[src/hdl/bts_pkg.sv]
// Constants, opcodes, field positions and types for the packet transmit/receive sequencer.
package bts_pkg;

  // Clock and time base.
  localparam int unsigned CLK_PERIOD_NS  = 25;
  localparam int unsigned US_NS          = 1000;
  localparam int unsigned US_CYCLES      = (US_NS + CLK_PERIOD_NS - 1) / CLK_PERIOD_NS;
  localparam logic [5:0]  US_TICK_LAST   = 6'(US_CYCLES - 1);
  localparam logic [15:0] AUTO_SWITCH_US = 16'h0021;

  // Timeout step lengths in microseconds, one per step selector value.
  localparam int unsigned STEP0_US = 1;
  localparam int unsigned STEP1_US = 10;
  localparam int unsigned STEP2_US = 100;
  localparam int unsigned STEP3_US = 1000;
  localparam int unsigned STEP0_CYCLES = STEP0_US * US_CYCLES;
  localparam int unsigned STEP1_CYCLES = STEP1_US * US_CYCLES;
  localparam int unsigned STEP2_CYCLES = STEP2_US * US_CYCLES;

  // Command opcodes.
  localparam logic [7:0] OP_AUTO_RESPONSE = 8'h98;
  localparam logic [7:0] OP_GO_STANDBY    = 8'h80;
  localparam logic [7:0] OP_START_TX      = 8'h83;
  localparam logic [7:0] OP_START_RX      = 8'h82;
  localparam logic [7:0] OP_REG_WRITE     = 8'h18;
  localparam logic [7:0] OP_REG_READ      = 8'h19;
  localparam logic [7:0] OP_BUF_WRITE     = 8'h1a;
  localparam logic [7:0] OP_BUF_READ      = 8'h1b;
  localparam logic [7:0] OP_PKT_STATUS    = 8'h1d;
  localparam logic [7:0] OP_RXBUF_STATUS  = 8'h17;
  localparam logic [7:0] OP_IRQ_CLEAR     = 8'h97;
  localparam logic [7:0] OP_IRQ_ROUTING   = 8'h8d;

  // Access address byte registers, most significant byte lowest.
  localparam logic [15:0] ADDR_AA_BYTE3 = 16'h09cf;
  localparam logic [15:0] ADDR_AA_BYTE2 = 16'h09d0;
  localparam logic [15:0] ADDR_AA_BYTE1 = 16'h09d1;
  localparam logic [15:0] ADDR_AA_BYTE0 = 16'h09d2;

  // Interrupt flag positions.
  localparam int unsigned IRQ_TX_DONE = 0;
  localparam int unsigned IRQ_RX_DONE = 1;
  localparam int unsigned IRQ_SYNC    = 2;
  localparam int unsigned IRQ_CRC     = 3;
  localparam int unsigned IRQ_TIMEOUT = 4;

  // Receive step count meanings and reset values.
  localparam logic [15:0] RX_COUNT_SINGLE = 16'h0000;
  localparam logic [15:0] RX_COUNT_CONT   = 16'hffff;
  localparam logic [7:0]  RST_BYTE        = 8'h00;

  // Operating modes, Gray coded along standby, receive, wait, transmit.
  typedef enum logic [1:0] {
    ST_STANDBY = 2'b00,
    ST_RX      = 2'b01,
    ST_TX_WAIT = 2'b11,
    ST_TX      = 2'b10
  } bts_state_t;

endpackage

[src/hdl/bts_sequencer.sv]
// Packet transmit/receive sequencer: command interpreter, mode control and packet status.
//
// Functional notes
// - Access address lives in four byte registers, MSB at lowest address.
// - After packet sent or transmit timeout, return to standby by itself.
// - Transmit command carries step select and 16-bit count; zero disables timeout.
// - Status byte three bit 0 means transmission complete; bits 7..1 reserved.
// - Interrupt clear resets only flags whose mask bit is one.
// - Receive-done flag rises on every detected packet, valid or not.
// - Receive sources include sync detected, CRC failure and timeout flags.
// - Receive count zero: no timeout, one packet, then standby.
// - Receive count all ones: stay receiving, flag each packet, keep searching.
// - Other counts run a timeout stopped on detection; standby on expiry or done.
// - Status byte two: bit 6 sync error, bit 5 length overflow, bit 4 CRC.
// - Status byte two: bit 3 aborted, bit 2 header seen, bit 1 received.
// - Status byte two bit 0 shows packet controller busy, both directions.
// - Length overflow only for dynamic length when length exceeds the maximum.
// - Bytes of a CRC-failed packet stay in the data buffer.
// - Status byte four bits 2..0 hold the correlator code of detection.
// - Signal strength at sync detection is latched and reported.
// - Event line is OR of its routed flags and falls once they clear.
// - Buffer query returns last length and start offset in the buffer.
// - Auto-response opcode 0x98 with 16-bit microsecond delay, only in standby.
// - When armed, transmit after each packet, delay is time minus 33 us.
// - Auto-response delay zero restores normal standby after transmission.
// - Standby after a reception cancels only the next automatic transmission.
module bts_sequencer
  import bts_pkg::*;
#(
  parameter int unsigned STEP3_CYCLES = STEP3_US * US_CYCLES
) (
  // Clock and reset
  input  wire logic        clk,
  input  wire logic        reset_n,
  // Host command byte stream
  input  wire logic        cmd_valid,
  input  wire logic        cmd_first,
  input  wire logic [7:0]  cmd_byte,
  output logic             rsp_valid,
  output logic [7:0]       rsp_byte,
  // Packet engine events and data
  input  wire logic        eng_tx_done,
  input  wire logic        eng_sync_det,
  input  wire logic        eng_header_det,
  input  wire logic        eng_rx_done,
  input  wire logic        eng_crc_bad,
  input  wire logic        eng_sync_err,
  input  wire logic        eng_abort,
  input  wire logic        eng_busy,
  input  wire logic [7:0]  eng_rssi,
  input  wire logic [2:0]  eng_corr_code,
  input  wire logic [7:0]  eng_rx_length,
  input  wire logic        eng_rx_byte_valid,
  input  wire logic [7:0]  eng_rx_byte,
  input  wire logic [7:0]  eng_tx_addr,
  output logic [7:0]       eng_tx_byte,
  // Packet setup
  input  wire logic        cfg_dynamic_length,
  input  wire logic [7:0]  cfg_max_length,
  input  wire logic [7:0]  cfg_rx_base,
  // Mode and line outputs
  output bts_state_t       radio_mode,
  output logic             rx_enable,
  output logic             tx_start,
  output logic [31:0]      link_access_word,
  output logic             event_line_1
);

  // Returns {hit, index} for an address in the access address window.
  function automatic logic [2:0] aa_index(input logic [15:0] addr);
    logic [15:0] diff;
    diff = addr - ADDR_AA_BYTE3;
    aa_index = {(addr >= ADDR_AA_BYTE3) && (addr <= ADDR_AA_BYTE0), diff[1:0]};
  endfunction

  // Cycle count of one timeout step for a selector value.
  function automatic logic [31:0] step_cycles(input logic [1:0] sel);
    case (sel)
      2'd0:    step_cycles = 32'(STEP0_CYCLES);
      2'd1:    step_cycles = 32'(STEP1_CYCLES);
      2'd2:    step_cycles = 32'(STEP2_CYCLES);
      default: step_cycles = 32'(STEP3_CYCLES);
    endcase
  endfunction

  bts_state_t  state_q, state_d;
  logic [7:0]  op_q, idx_q, a1_q, a2_q;
  logic [7:0]  aa_q [4];
  logic [7:0]  mem [256];
  logic [7:0]  irq_q, irq_en_q, route_q, clr_mask, irq_set;
  logic [15:0] auto_time_q, dly_us_q, rx_count, reg_addr;
  logic [5:0]  dly_pre_q;
  logic        tmr_on_q, rx_cont_q, timeout_hit, delay_done;
  logic [31:0] tmr_pre_q, tmr_step_q;
  logic [15:0] tmr_cnt_q;
  logic        st_sync_err_q, st_len_ovf_q, st_crc_q, st_abort_q;
  logic        st_header_q, st_rx_done_q, st_sent_q;
  logic [2:0]  st_corr_q, aa_w, aa_r;
  logic [7:0]  st_rssi_q, rx_len_q, rx_off_q, rx_ptr_q, buf_addr, rsp_d, status2;
  logic        exec_standby, exec_tx, exec_rx, exec_auto, exec_clr, exec_route;
  logic        reg_wr, buf_wr;

  // Argument bytes are picked up by their position in the current frame.
  always_ff @(posedge clk or negedge reset_n) begin
    if (!reset_n) begin
      op_q  <= RST_BYTE;
      idx_q <= RST_BYTE;
      a1_q  <= RST_BYTE;
      a2_q  <= RST_BYTE;
    end else if (cmd_valid) begin
      if (cmd_first) begin
        op_q  <= cmd_byte;
        idx_q <= 8'h01;
      end else begin
        if (idx_q != 8'hff) begin
          idx_q <= idx_q + 8'h01;
        end
        if (idx_q == 8'h01) begin
          a1_q <= cmd_byte;
        end
        if (idx_q == 8'h02) begin
          a2_q <= cmd_byte;
        end
      end
    end
  end

  // Command execution strobes fire on the byte that completes the arguments.
  always_comb begin
    logic mid;
    mid          = cmd_valid && !cmd_first;
    exec_standby = mid && (op_q == OP_GO_STANDBY) && (idx_q == 8'h01);
    exec_tx      = mid && (op_q == OP_START_TX) && (idx_q == 8'h03);
    exec_rx      = mid && (op_q == OP_START_RX) && (idx_q == 8'h03);
    exec_auto    = mid && (op_q == OP_AUTO_RESPONSE) && (idx_q == 8'h02)
                   && (state_q == ST_STANDBY);
    exec_clr     = mid && (op_q == OP_IRQ_CLEAR) && (idx_q == 8'h01);
    exec_route   = mid && (op_q == OP_IRQ_ROUTING) && (idx_q == 8'h02);
    reg_wr       = mid && (op_q == OP_REG_WRITE) && (idx_q >= 8'h03);
    buf_wr       = mid && (op_q == OP_BUF_WRITE) && (idx_q >= 8'h02);
    rx_count     = {a2_q, cmd_byte};
    clr_mask     = exec_clr ? cmd_byte : 8'h00;
    reg_addr     = {a1_q, a2_q} + 16'(idx_q) - 16'h0003;
    buf_addr     = a1_q + idx_q - 8'h02;
    aa_w         = aa_index(reg_addr);
    aa_r         = aa_index(reg_addr);
  end

  // Access address bytes; index 0 is the most significant byte.
  always_ff @(posedge clk or negedge reset_n) begin
    if (!reset_n) begin
      for (int i = 0; i < 4; i++) begin
        aa_q[i] <= RST_BYTE;
      end
    end else if (reg_wr && aa_w[2]) begin
      aa_q[aa_w[1:0]] <= cmd_byte;
    end
  end
  assign link_access_word = {aa_q[0], aa_q[1], aa_q[2], aa_q[3]};

  // Mode sequencing; standby commands take priority over engine events.
  always_comb begin
    state_d = state_q;
    if (exec_standby) begin
      state_d = ST_STANDBY;
    end else if (exec_tx) begin
      state_d = ST_TX;
    end else if (exec_rx) begin
      state_d = ST_RX;
    end else begin
      case (state_q)
        ST_RX: begin
          if (timeout_hit) begin
            state_d = ST_STANDBY;
          end else if (eng_rx_done) begin
            if (auto_time_q != 16'h0000) begin
              state_d = ST_TX_WAIT;
            end else if (!rx_cont_q) begin
              state_d = ST_STANDBY;
            end
          end
        end
        ST_TX_WAIT: begin
          if (delay_done) begin
            state_d = ST_TX;
          end
        end
        ST_TX: begin
          if (timeout_hit) begin
            state_d = ST_STANDBY;
          end else if (eng_tx_done) begin
            state_d = (auto_time_q != 16'h0000) ? ST_RX : ST_STANDBY;
          end
        end
        default: state_d = ST_STANDBY;
      endcase
    end
  end

  // Continuous receive is remembered so a packet does not end the mode.
  always_ff @(posedge clk or negedge reset_n) begin
    if (!reset_n) begin
      state_q   <= ST_STANDBY;
      rx_cont_q <= 1'b0;
    end else begin
      state_q <= state_d;
      if (exec_rx) begin
        rx_cont_q <= (rx_count == RX_COUNT_CONT);
      end else if (state_d != ST_RX) begin
        rx_cont_q <= 1'b0;
      end
    end
  end
  assign radio_mode = state_q;
  assign rx_enable  = (state_q == ST_RX);
  assign tx_start   = (state_q != ST_TX) && (state_d == ST_TX);

  // Timeout timer: a prescaler of one step and a step down-counter.
  always_ff @(posedge clk or negedge reset_n) begin
    if (!reset_n) begin
      tmr_on_q   <= 1'b0;
      tmr_pre_q  <= 32'h0000_0000;
      tmr_step_q <= 32'h0000_0001;
      tmr_cnt_q  <= 16'h0000;
    end else if (exec_tx || exec_rx) begin
      tmr_on_q   <= (rx_count != RX_COUNT_SINGLE)
                    && !(exec_rx && (rx_count == RX_COUNT_CONT));
      tmr_pre_q  <= 32'h0000_0000;
      tmr_step_q <= step_cycles(a1_q[1:0]);
      tmr_cnt_q  <= rx_count;
    end else if ((state_d != state_q) || (state_q == ST_RX && eng_sync_det) || timeout_hit) begin
      tmr_on_q <= 1'b0;
    end else if (tmr_on_q) begin
      if (tmr_pre_q == tmr_step_q - 32'h0000_0001) begin
        tmr_pre_q <= 32'h0000_0000;
        tmr_cnt_q <= tmr_cnt_q - 16'h0001;
      end else begin
        tmr_pre_q <= tmr_pre_q + 32'h0000_0001;
      end
    end
  end
  assign timeout_hit = tmr_on_q && (tmr_cnt_q == 16'h0001)
                       && (tmr_pre_q == tmr_step_q - 32'h0000_0001)
                       && (state_q == ST_RX || state_q == ST_TX);

  // Auto-response setting and the microsecond delay before the answer.
  always_ff @(posedge clk or negedge reset_n) begin
    if (!reset_n) begin
      auto_time_q <= 16'h0000;
      dly_us_q    <= 16'h0000;
      dly_pre_q   <= 6'h00;
    end else begin
      if (exec_auto) begin
        auto_time_q <= {a1_q, cmd_byte};
      end
      if (state_q != ST_TX_WAIT) begin
        // Times at or under the switch allowance answer at once.
        dly_us_q  <= (auto_time_q > AUTO_SWITCH_US) ? auto_time_q - AUTO_SWITCH_US
                                                    : 16'h0000;
        dly_pre_q <= 6'h00;
      end else if (dly_pre_q == US_TICK_LAST) begin
        dly_pre_q <= 6'h00;
        dly_us_q  <= dly_us_q - 16'h0001;
      end else if (dly_us_q != 16'h0000) begin
        dly_pre_q <= dly_pre_q + 6'h01;
      end
    end
  end
  assign delay_done = (dly_us_q == 16'h0000);

  // Sticky interrupt flags; a set in the clearing cycle wins over the clear.
  always_comb begin
    irq_set              = 8'h00;
    irq_set[IRQ_TX_DONE] = (state_q == ST_TX) && eng_tx_done;
    irq_set[IRQ_RX_DONE] = (state_q == ST_RX) && eng_rx_done;
    irq_set[IRQ_SYNC]    = (state_q == ST_RX) && eng_sync_det;
    irq_set[IRQ_CRC]     = (state_q == ST_RX) && eng_rx_done && eng_crc_bad;
    irq_set[IRQ_TIMEOUT] = timeout_hit;
  end

  always_ff @(posedge clk or negedge reset_n) begin
    if (!reset_n) begin
      irq_q    <= 8'h00;
      irq_en_q <= 8'h00;
      route_q  <= 8'h00;
    end else begin
      irq_q <= (irq_q & ~clr_mask) | irq_set;
      if (exec_route) begin
        irq_en_q <= a1_q;
        route_q  <= cmd_byte;
      end
    end
  end

  // The line is registered so it never glitches while flags change together.
  always_ff @(posedge clk or negedge reset_n) begin
    if (!reset_n) begin
      event_line_1 <= 1'b0;
    end else begin
      event_line_1 <= |(irq_q & irq_en_q & route_q);
    end
  end

  // Packet status flags, cleared when an operation starts; a new sync clears only header and received bits.
  always_ff @(posedge clk or negedge reset_n) begin
    if (!reset_n) begin
      {st_sync_err_q, st_len_ovf_q, st_crc_q, st_abort_q} <= 4'h0;
      {st_header_q, st_rx_done_q, st_sent_q}             <= 3'h0;
      st_corr_q <= 3'h0;
      st_rssi_q <= RST_BYTE;
      rx_len_q  <= RST_BYTE;
      rx_off_q  <= RST_BYTE;
    end else if (exec_tx || exec_rx) begin
      {st_sync_err_q, st_len_ovf_q, st_crc_q, st_abort_q} <= 4'h0;
      {st_header_q, st_rx_done_q, st_sent_q}             <= 3'h0;
    end else begin
      if (eng_abort && (state_q == ST_RX || state_q == ST_TX)) begin
        st_abort_q <= 1'b1;
      end
      if (state_q == ST_TX && eng_tx_done) begin
        st_sent_q <= 1'b1;
      end
      if (state_q == ST_RX && eng_sync_det) begin
        st_rssi_q     <= eng_rssi;
        st_corr_q     <= eng_corr_code;
        rx_off_q      <= cfg_rx_base;
        st_header_q   <= 1'b0;
        st_rx_done_q  <= 1'b0;
      end
      if (state_q == ST_RX && eng_header_det && cfg_dynamic_length) begin
        st_header_q <= 1'b1;
      end
      if (state_q == ST_RX && eng_rx_done) begin
        st_rx_done_q  <= 1'b1;
        st_crc_q      <= eng_crc_bad;
        st_sync_err_q <= eng_sync_err;
        st_len_ovf_q  <= cfg_dynamic_length && (eng_rx_length > cfg_max_length);
        rx_len_q      <= eng_rx_length;
      end
    end
  end
  assign status2 = {1'b0, st_sync_err_q, st_len_ovf_q, st_crc_q,
                    st_abort_q, st_header_q, st_rx_done_q, eng_busy};

  // Data buffer; received bytes are stored whatever their CRC outcome.
  always_ff @(posedge clk or negedge reset_n) begin
    if (!reset_n) begin
      rx_ptr_q <= RST_BYTE;
    end else if (state_q == ST_RX && eng_sync_det) begin
      rx_ptr_q <= cfg_rx_base;
    end else if (state_q == ST_RX && eng_rx_byte_valid) begin
      rx_ptr_q <= rx_ptr_q + 8'h01;
    end
  end

  // Receive writes win a collision; a host write in that cycle is dropped.
  always_ff @(posedge clk) begin
    if (state_q == ST_RX && eng_rx_byte_valid) begin
      mem[rx_ptr_q] <= eng_rx_byte;
    end else if (buf_wr) begin
      mem[buf_addr] <= cmd_byte;
    end
  end

  always_ff @(posedge clk or negedge reset_n) begin
    if (!reset_n) begin
      eng_tx_byte <= RST_BYTE;
    end else begin
      eng_tx_byte <= mem[eng_tx_addr];
    end
  end

  // Response byte for each accepted byte, returned one cycle later.
  always_comb begin
    rsp_d = 8'h00;
    if (cmd_valid && !cmd_first) begin
      if (op_q == OP_PKT_STATUS) begin
        if (idx_q == 8'h01) begin
          rsp_d = st_rssi_q;
        end else if (idx_q == 8'h02) begin
          rsp_d = status2;
        end else if (idx_q == 8'h03) begin
          rsp_d = {7'h00, st_sent_q};
        end else if (idx_q == 8'h04) begin
          rsp_d = {5'h00, st_corr_q};
        end
      end else if (op_q == OP_RXBUF_STATUS) begin
        if (idx_q == 8'h01) begin
          rsp_d = rx_len_q;
        end else if (idx_q == 8'h02) begin
          rsp_d = rx_off_q;
        end
      end else if (op_q == OP_REG_READ && idx_q >= 8'h03 && aa_r[2]) begin
        rsp_d = aa_q[aa_r[1:0]];
      end else if (op_q == OP_BUF_READ && idx_q >= 8'h02) begin
        rsp_d = mem[buf_addr];
      end
    end
  end

  always_ff @(posedge clk or negedge reset_n) begin
    if (!reset_n) begin
      rsp_valid <= 1'b0;
      rsp_byte  <= RST_BYTE;
    end else begin
      rsp_valid <= cmd_valid;
      rsp_byte  <= rsp_d;
    end
  end
endmodule

[config.mk]
export PLATFORM = sky130hd
export DESIGN_NAME = bts_sequencer
export DESIGN_NICKNAME = d
export VERILOG_FILES = /design/src/hdl/bts_pkg.sv /design/src/hdl/bts_sequencer.sv
export SDC_FILE = /design/constraint.sdc
export NUM_CORES = 2
export LEC_CHECK = 0
export BUFFER_PORTS_ARGS = -buffer_cell sky130_fd_sc_hd__buf_4
export CAP_MARGIN = 20
export CORE_ASPECT_RATIO = 0.8
export CORE_MARGIN = 2
export CORE_UTILIZATION = 36
export CTS_BUF_LIST = sky130_fd_sc_hd__clkbuf_4 sky130_fd_sc_hd__clkbuf_8
export DETAILED_ROUTE_END_ITERATION = 16
export GPL_TIMING_DRIVEN = 1
export PLACE_DENSITY_LB_ADDON = 0.05
export SYNTH_ARGS = -nofsm -noshare
export SYNTH_HDL_FRONTEND = slang
export SYNTH_SLANG_ARGS = --single-unit
[constraint.sdc]
create_clock -name clk -period 7.5 [get_ports clk]
set_input_delay 0.75 -clock clk [delete_from_list [all_inputs] [get_ports clk]]
set_output_delay 0.75 -clock clk [all_outputs]
set_load 0.05 [all_outputs]
### Word-level counts from Yosys, hierarchy flattened

Memories as Yosys holds them, arrays and structs flattened. A register that Yosys moved wholly into a read port is not among the register bits.
Cells that the tools add are included.

* add/sub/neg operators: 13
* multiply operators: 0
* div/mod/pow operators: 0
* order comparisons: 8
* equal/unequal tests: 32
* shift operators: 0
* multiplexer cells: 76
* bitwise gates (word level): 8
* reductions and logical operators: 75

Operators with widths (count)
* $mux W8: 18
* $mux W32: 4
* $mux W16: 7
* $eq A8 B5 Y1 const B: 6
* $eq A8 B8 Y1 const B: 6
* $pmux W16 S3: 1
* $reduce_bool A16 Y1: 3
* $logic_and A1 B1 Y1: 39
* $add A32 B1 Y32 const B: 1
* $bwmux W32: 1
* $eq A32 B32 Y1: 1
* $sub A16 B1 Y16 const B: 2
* $sub A32 B1 Y32 const B: 1
* $mux W1: 26
* $and A8 B8 Y8: 3
* $mux W2: 10
* $reduce_bool A2 Y1: 10
* $mux W6: 3
* $add A16 B8 Y16: 1
* $add A8 B1 Y8 const B: 2
* $bmux W8 S2: 1
* $demux W8 S2: 1
* $eq A16 B1 Y1 const B: 1
* $eq A16 B16 Y1 const B: 1
* other kinds (38): 63

* register bits: 262
* bits in latches: 0
* memory bits (writable): 2048
* memory bits (read-only): 0
* bits of input ports: 73
* word-level logic and storage cells: 248
* memories: 1

Memory list
* mem: depth 256, width 8, read ports 2, clocked after memory_dff 1, write ports 1, line bts_sequencer.sv:89 `logic [7:0] mem [256];`

### Depth between registers and ports, before layout

* depth in word-level cells: 14
* gate-level depth with buffers: 17

### Worst setup path after synthesis

OpenSTA, ideal clock, no wires.

* kind: reg2reg
* start: register state_q[1], in the netlist radio_mode[1]
* end: memory mem[0][1] (data pin)
* setup time: 823 ps
* data arrival time: 5514 ps
* slack: 1164 ps
* cell stages (with the launch flop): 11
* period minus slack after synthesis: 6336 ps
* cells stage by stage: dfrtp_1 inv_1 ha_1 clkbuf_1 nand2_1 and3_1 and3_1 clkbuf_1 buf_1 nand2_1 nand2_1

* word-level cells in the longest chain between the ends: 6

Ends and longest elaborated chain
* start, declared: line bts_sequencer.sv:86 `bts_state_t state_q, state_d;`
* start signal, assigned: line bts_sequencer.sv:206 `state_q <= state_d;`
* $eq A2 B1 Y1
* net rx_enable: line bts_sequencer.sv:63 `output logic rx_enable,`
* $logic_and A1 B1 Y1: line bts_sequencer.sv:358 `if (state_q == ST_RX && eng_rx_byte_valid) begin`
* $mux W1: line bts_sequencer.sv:358
* $mux W1 (not written as such): line bts_sequencer.sv:361 `mem[buf_addr] <= cmd_byte;`
* $reduce_or A8 Y1 (no line)
* $mux W8 (no line)
* end, declared: line bts_sequencer.sv:89

The timed path passes the listed nets, and every way through them passes these cells.

### Worst setup path after layout

* start: register a1_q[1]
* end: register rsp_byte[1]

* word-level cells in the longest chain between the ends: 9
* elaborated cells between the ends (all ways): 14
* those cells by class: add/sub (4); order compare (2); mux (5); reduce/logical (2); memory (1)

Ends and longest elaborated chain
* start, declared: line bts_sequencer.sv:87 `logic [7:0] op_q, idx_q, a1_q, a2_q;`
* start signal, assigned: line bts_sequencer.sv:119 `a1_q <= cmd_byte;`
* $add A16 B8 Y16: line bts_sequencer.sv:143 `reg_addr = {a1_q, a2_q} + 16'(idx_q) - 16'h0003;`
* $sub A16 B2 Y16: line bts_sequencer.sv:143
* $ge A16 B12 Y1 or $le A16 B12 Y1 (tied branches): line bts_sequencer.sv:73 `aa_index = {(addr >= ADDR_AA_BYTE3) && (addr <= ADDR_AA_BYTE0), diff[1:0]};`
* $logic_and A1 B1 Y1: line bts_sequencer.sv:73
* $logic_and A1 B1 Y1: line bts_sequencer.sv:393 `end else if (op_q == OP_REG_READ && idx_q >= 8'h03 && aa_r[2]) begin`
* $mux W8 *: line bts_sequencer.sv:393
* $mux W8 *: line bts_sequencer.sv:387 `end else if (op_q == OP_RXBUF_STATUS) begin`
* $mux W8 *: line bts_sequencer.sv:377 `if (op_q == OP_PKT_STATUS) begin`
* $mux W8 *: line bts_sequencer.sv:376 `if (cmd_valid && !cmd_first) begin`
* net rsp_d[1]: line bts_sequencer.sv:99 `logic [7:0] st_rssi_q, rx_len_q, rx_off_q, rx_ptr_q, buf_addr, rsp_d, status2;`
* end signal, assigned: line bts_sequencer.sv:407 `rsp_byte <= rsp_d;`
* end, declared: line bts_sequencer.sv:40 `output logic [7:0] rsp_byte,`

Mark *: on every way through the listed nets, which the timed path passes. The rest lies on a longest branch.
A chain may end at the register's enable or synchronous reset.

==> impl_metrics.prom <==
# TYPE chip_impl_metric gauge
chip_impl_metric{name="final_max_slew_viol_count",unit=""} 0
chip_impl_metric{name="area_growth_syn_to_layout",unit="%"} 13.55
chip_impl_metric{name="floorplan.die.width",unit="um"} 623.6
chip_impl_metric{name="die_height",unit="um"} 499.6
chip_impl_metric{name="synth_enable_flop_cells",unit=""} 2048
chip_impl_metric{name="placement_rows",unit=""} 181
chip_impl_info{name="crit_path_cells",value="inv_1, ha_1, inv_1, ha_4, fa_4, inv_2, buf_4, nor2_4, buf_4, a22o_1, a221oi_1, o22a_1, a21boi_0, a2111oi_2, a21oi_1"} 1
chip_impl_metric{name="synthesis.nets",unit=""} 6316
chip_impl_metric{name="first_global_vias",unit=""} 67140
chip_impl_metric{name="regToRegSetupSlack",unit="ns"} 1.34
chip_impl_metric{name="detail-route-antenna-nets",unit=""} 0
chip_impl_metric{name="timing.slew.headroom",unit="%"} 9.549
chip_impl_metric{name="yosysSeqAreaShare",unit="%"} 61.20
chip_impl_info{name="worst_hold_path_type",value="input port to flop"} 1
chip_impl_metric{name="cellLeakagePower",unit="nW"} 41.06
chip_impl_metric{name="cp_slowest_stage_delay",unit="ns"} 1.04
chip_impl_metric{name="via_count",unit=""} 67750
chip_impl_metric{name="syn-cell-area",unit="mm2"} 0.1105
chip_impl_metric{name="critPathRequiredTime",unit="ns"} 8.37
chip_impl_metric{name="antenna_found_initial",unit=""} 29
chip_impl_info{name="cts_tree",value="yes"} 1
chip_impl_metric{name="post_drt_via_cell_ratio",unit=""} 6.252
chip_impl_metric{name="timing.fmax",unit="GHz"} 0.1622
chip_impl_metric{name="hpwlAfterDp",unit="mm"} 294.0
chip_impl_metric{name="post_synth_mux_area_share",unit="%"} 26.67
chip_impl_metric{name="drc",unit=""} 0
chip_impl_metric{name="ys_seq_elements",unit=""} 2294
chip_impl_metric{name="post_synth_num_cell_types",unit=""} 102
chip_impl_info{name="setup.worst_path.class",value="flop to flop"} 1
chip_impl_metric{name="cts_post_setup_buffers_inserted",unit=""} 0
chip_impl_metric{name="post_cts_resize_count",unit=""} 0
chip_impl_metric{name="wl_per_cell",unit="um"} 39.90
chip_impl_metric{name="async_flop_share",unit="%"} 10.72
chip_impl_metric{name="synth_warnings",unit=""} 0
chip_impl_metric{name="tritoncts_num_sinks",unit=""} 2294
chip_impl_metric{name="critical_path_peak_fanout",unit=""} 22
chip_impl_metric{name="totalNegativeSetupSlack",unit="ns"} 0
chip_impl_metric{name="cts_made_buffers",unit=""} 399
chip_impl_info{name="slowest_cell_on_the_critical_path",value="sky130_fd_sc_hd__a221oi_1"} 1
chip_impl_metric{name="clk-insertion-delay-late",unit="ns"} 1.09
chip_impl_metric{name="routabilityCongestion",unit=""} 0.8920
chip_impl_metric{name="core_region_area",unit="mm2"} 0.3048
chip_impl_info{name="rsz_0062_raised_after_global_routing",value="no"} 1
chip_impl_metric{name="hold_violations",unit=""} 0
chip_impl_metric{name="io_buffers",unit=""} 126
chip_impl_metric{name="period_share",unit="%"} 82.18
chip_impl_metric{name="power.ir.vdd_worst",unit="uV"} 887.5
chip_impl_metric{name="initialDrtViolationCount",unit=""} 8285
chip_impl_metric{name="fin_skew",unit="ns"} 0.1033
chip_impl_metric{name="power.density_cell_area",unit="mW/mm2"} 427.3
chip_impl_info{name="timing.critical_path.from_type",value="flop"} 1
chip_impl_metric{name="drive_above_1_share",unit="%"} 35.10
chip_impl_metric{name="clock_tree.buffer_depth",unit=""} 4
chip_impl_metric{name="synth-simple-area-share",unit="%"} 5.313
chip_impl_metric{name="yosys.area_share.adder",unit="%"} 0.8624
chip_impl_info{name="outcome",value="finished, final reports clean"} 1
chip_impl_metric{name="finish.utilization",unit="%"} 41.18
chip_impl_metric{name="worst-slew-pin-transition",unit="ns"} 1.357
chip_impl_metric{name="setup_viol",unit=""} 0
chip_impl_info{name="synth_top_family_by_area",value="multiplexers"} 1
chip_impl_metric{name="final_period_minus_worst_setup_slack",unit="ns"} 6.163
chip_impl_metric{name="die_area",unit="mm2"} 0.3116
chip_impl_metric{name="globalRouteTotalUtil",unit="%"} 27.50
chip_impl_metric{name="io-pin-count",unit=""} 127
chip_impl_metric{name="htreeDepth",unit=""} 5
chip_impl_info{name="cts_root_buffer",value="sky130_fd_sc_hd__clkbuf_8"} 1
chip_impl_metric{name="post_synth_xor_area_fraction",unit="%"} 0.3859
chip_impl_metric{name="start_util",unit="%"} 36.27
chip_impl_metric{name="detailed_route_wire_length",unit="mm"} 432.3
chip_impl_info{name="end_kind",value="flop"} 1
chip_impl_metric{name="grt_first_pass_wirelength",unit="mm"} 589.6
chip_impl_metric{name="final_nets",unit=""} 6631
chip_impl_metric{name="global_route.overflow_total",unit=""} 0
chip_impl_metric{name="worstPathArrival",unit="ns"} 7.03
chip_impl_metric{name="postSynthAreaPerCell",unit="um2"} 17.92
chip_impl_metric{name="max_cap_violations",unit=""} 0
chip_impl_metric{name="grt_max_degree",unit=""} 157
chip_impl_metric{name="cts.clk_slew.worst_paths",unit="ns"} 0.06
chip_impl_metric{name="cp.buffers_inverters",unit=""} 5
chip_impl_metric{name="syn-instance-count",unit=""} 6168
chip_impl_metric{name="synth-compound-area-share",unit="%"} 3.579
chip_impl_info{name="most_used_dff_post_synth",value="sky130_fd_sc_hd__edfxtp_1"} 1
chip_impl_metric{name="drt_pre_antenna_iters",unit=""} 6
chip_impl_metric{name="stdcell_area",unit="mm2"} 0.1255
chip_impl_info{name="cpLargestDelayFamily",value="compound AO/OA/AOI/OAI gates"} 1
chip_impl_metric{name="area_after_dpl",unit="mm2"} 0.1171
power by group:
| group | internal, mW | switching [mW] | leakage, nW |
|---|---|---|---|
| combinational | 8.63 | 18.9 | 15.2 |
| sequential | 14.0 | 0.152 | 21.7 |
| clock | 6.41 | 5.56 | 4.21 |
worst paths after layout:
check	startpoint	end	cells past startpoint
min in group asynchronous	reset_n	tmr_pre_q[4]$_DFFE_PN0P_	2
max in group asynchronous	reset_n	dly_pre_q[1]$_DFFE_PN0P_	3
min	eng_rx_done	irq_q[1]$_DFF_PN0_	3
min reg2reg	irq_q[1]$_DFF_PN0_	irq_q[1]$_DFF_PN0_	2
max	a1_q[1]$_DFFE_PN0P_	rsp_byte[1]$_DFF_PN0_	15
max reg2reg	a1_q[1]$_DFFE_PN0P_	rsp_byte[1]$_DFF_PN0_	15
routing by layer:
metal | vias up | wire (um) | GRT usage [%]
li1 | 26650 | - | -
met1 | 37230 | 190400 | 40.35
met2 | 3209 | 193200 | 41.26
met3 | 641 | 33450 | 5.431
met4 | 18 | 15090 | 8.602
met5 | - | 124 | 0
worst register-to-register path, delay by kind of cell, from the launching register on:
family                   cells  cell delay, ns
AO/OA/AOI/OAI                6            2.18
buffers and inverters        5            1.65
adder cells (fa/ha/maj)      3            1.38
flip-flops                   1            0.48
AND/OR/NAND/NOR              1            0.32
area by class of cell:
cell class / count / area (um2)
well taps: 4026 / 5037
inverters: 97 / 364.1
flip-flops and latches: 2294 / 67660
clock buffers: 531 / 6583
diodes: 12 / 30.03
repair buffers: 363 / 3425
multi-input cells: 3328 / 41010
clock inverters: 185 / 1421
fillers: 27230 / 179300
cells by family (layout without fill, tap and decap cells):
family / after synthesis / count (layout)
DFF: 2294 / 2294
buffers and inverters: 546 / 1176
AOI/OAI and AO/OA: 560 / 560
and+or+nand+nor: 1240 / 1240
muxes: 1406 / 1406
other: 0 / 12
adders and majority gates: 75 / 75
xor gates and xnor gates: 47 / 47
registers in the layout, indices dropped and copies added (netlist names), 3 cells and up:
| signal | flops |
|---|---|
| a1_q | 8 |
| a2_q | 8 |
| auto_time_q | 16 |
| dly_pre_q | 6 |
| dly_us_q | 16 |
| eng_tx_byte | 8 |
| idx_q | 8 |
| irq_en_q | 8 |
| irq_q | 8 |
| link_access_word | 32 |
| mem | 2048 |
| op_q | 8 |
| route_q | 8 |
| rsp_byte | 8 |
| rx_len_q | 8 |
| rx_off_q | 8 |
| rx_ptr_q | 8 |
| st_corr_q | 3 |
| st_rssi_q | 8 |
| tmr_cnt_q | 16 |
| tmr_pre_q | 32 |
| tmr_step_q | 8 |
synth_stat cells, drive strengths merged, types with 20 or more instances:
| cell | count | area (um2) |
|---|---|---|
| ha | 73 | 913.4 |
| nor4 | 28 | 202.7 |
| mux2 | 122 | 1374 |
| a21oi | 111 | 559.3 |
| nand2 | 364 | 1366 |
| a31oi | 44 | 275.3 |
| dfrtp | 245 | 6131 |
| or3 | 20 | 130.1 |
| nand4 | 45 | 306.6 |
| a22oi | 56 | 425.4 |
| inv | 95 | 356.6 |
| clkbuf | 284 | 1066 |
| mux2i | 65 | 650.6 |
| a211oi | 28 | 210.2 |
| edfxtp | 2048 | 61500 |
| o31ai | 21 | 157.7 |
| nand3 | 141 | 705.7 |
| nor3 | 49 | 256.5 |
| o21ai | 80 | 400.4 |
| or4 | 24 | 187.7 |
| buf | 165 | 774.5 |
| mux4 | 1219 | 27450 |
| xnor2 | 29 | 254.0 |
| nor2 | 413 | 1553 |
| and3 | 50 | 312.8 |
cells in the final DEF, fill, tap and decap left out, types with 15 or more instances in the layout:
cell                               n
sky130_fd_sc_hd__clkinv_2         48
sky130_fd_sc_hd__o21ai_0          74
sky130_fd_sc_hd__edfxtp_1       2048
sky130_fd_sc_hd__xor2_1           16
sky130_fd_sc_hd__o31ai_1          21
sky130_fd_sc_hd__nor3_1           40
sky130_fd_sc_hd__clkbuf_4        118
sky130_fd_sc_hd__a32oi_1          15
sky130_fd_sc_hd__a211oi_1         28
sky130_fd_sc_hd__nand2b_1         15
sky130_fd_sc_hd__buf_4           270
sky130_fd_sc_hd__buf_12           45
sky130_fd_sc_hd__nand3_1         140
sky130_fd_sc_hd__a22oi_1          55
sky130_fd_sc_hd__ha_1             71
sky130_fd_sc_hd__nand2_1         337
sky130_fd_sc_hd__xnor2_1          28
sky130_fd_sc_hd__mux2i_1          65
sky130_fd_sc_hd__a221oi_1         16
sky130_fd_sc_hd__bufinv_16        20
sky130_fd_sc_hd__nor4_1           25
sky130_fd_sc_hd__mux2_2          117
sky130_fd_sc_hd__a21oi_1         106
sky130_fd_sc_hd__o211ai_1         15
sky130_fd_sc_hd__nor2_1          406
sky130_fd_sc_hd__mux4_2         1219
sky130_fd_sc_hd__clkbuf_8        415
sky130_fd_sc_hd__clkinv_1         93
sky130_fd_sc_hd__a31oi_1          44
sky130_fd_sc_hd__nand2_2          18
sky130_fd_sc_hd__or3_1            19
sky130_fd_sc_hd__and3_1           49
sky130_fd_sc_hd__and4_1           17
sky130_fd_sc_hd__dfrtp_1         245
sky130_fd_sc_hd__inv_1            95
sky130_fd_sc_hd__dlygate4sd3_1    35
sky130_fd_sc_hd__or4_1            22
sky130_fd_sc_hd__nand4_1          41
what timing repair did:
| action | in CTS | in global routing |
|---|---|---|
| hold endpoints to repair | 105 | 0 |
| hold buffers | 35 | 0 |
| setup endpoints to repair | 0 | 0 |
through the flow:
stage	setup WS (ns)	hold slack, ns	total power [mW]	cells
after floorplan	1.164	0.4376	28.15	6168
after global placement	0.2833	0.4676	41.28	10060
after detailed placement	1.540	0.4654	41.31	10070
after CTS	1.448	0.01264	53.33	10820
after global routing	1.131	0.09048	54.70	10830
final	1.337	0.09710	53.64	10840
(Power assumes the default switching activity.)
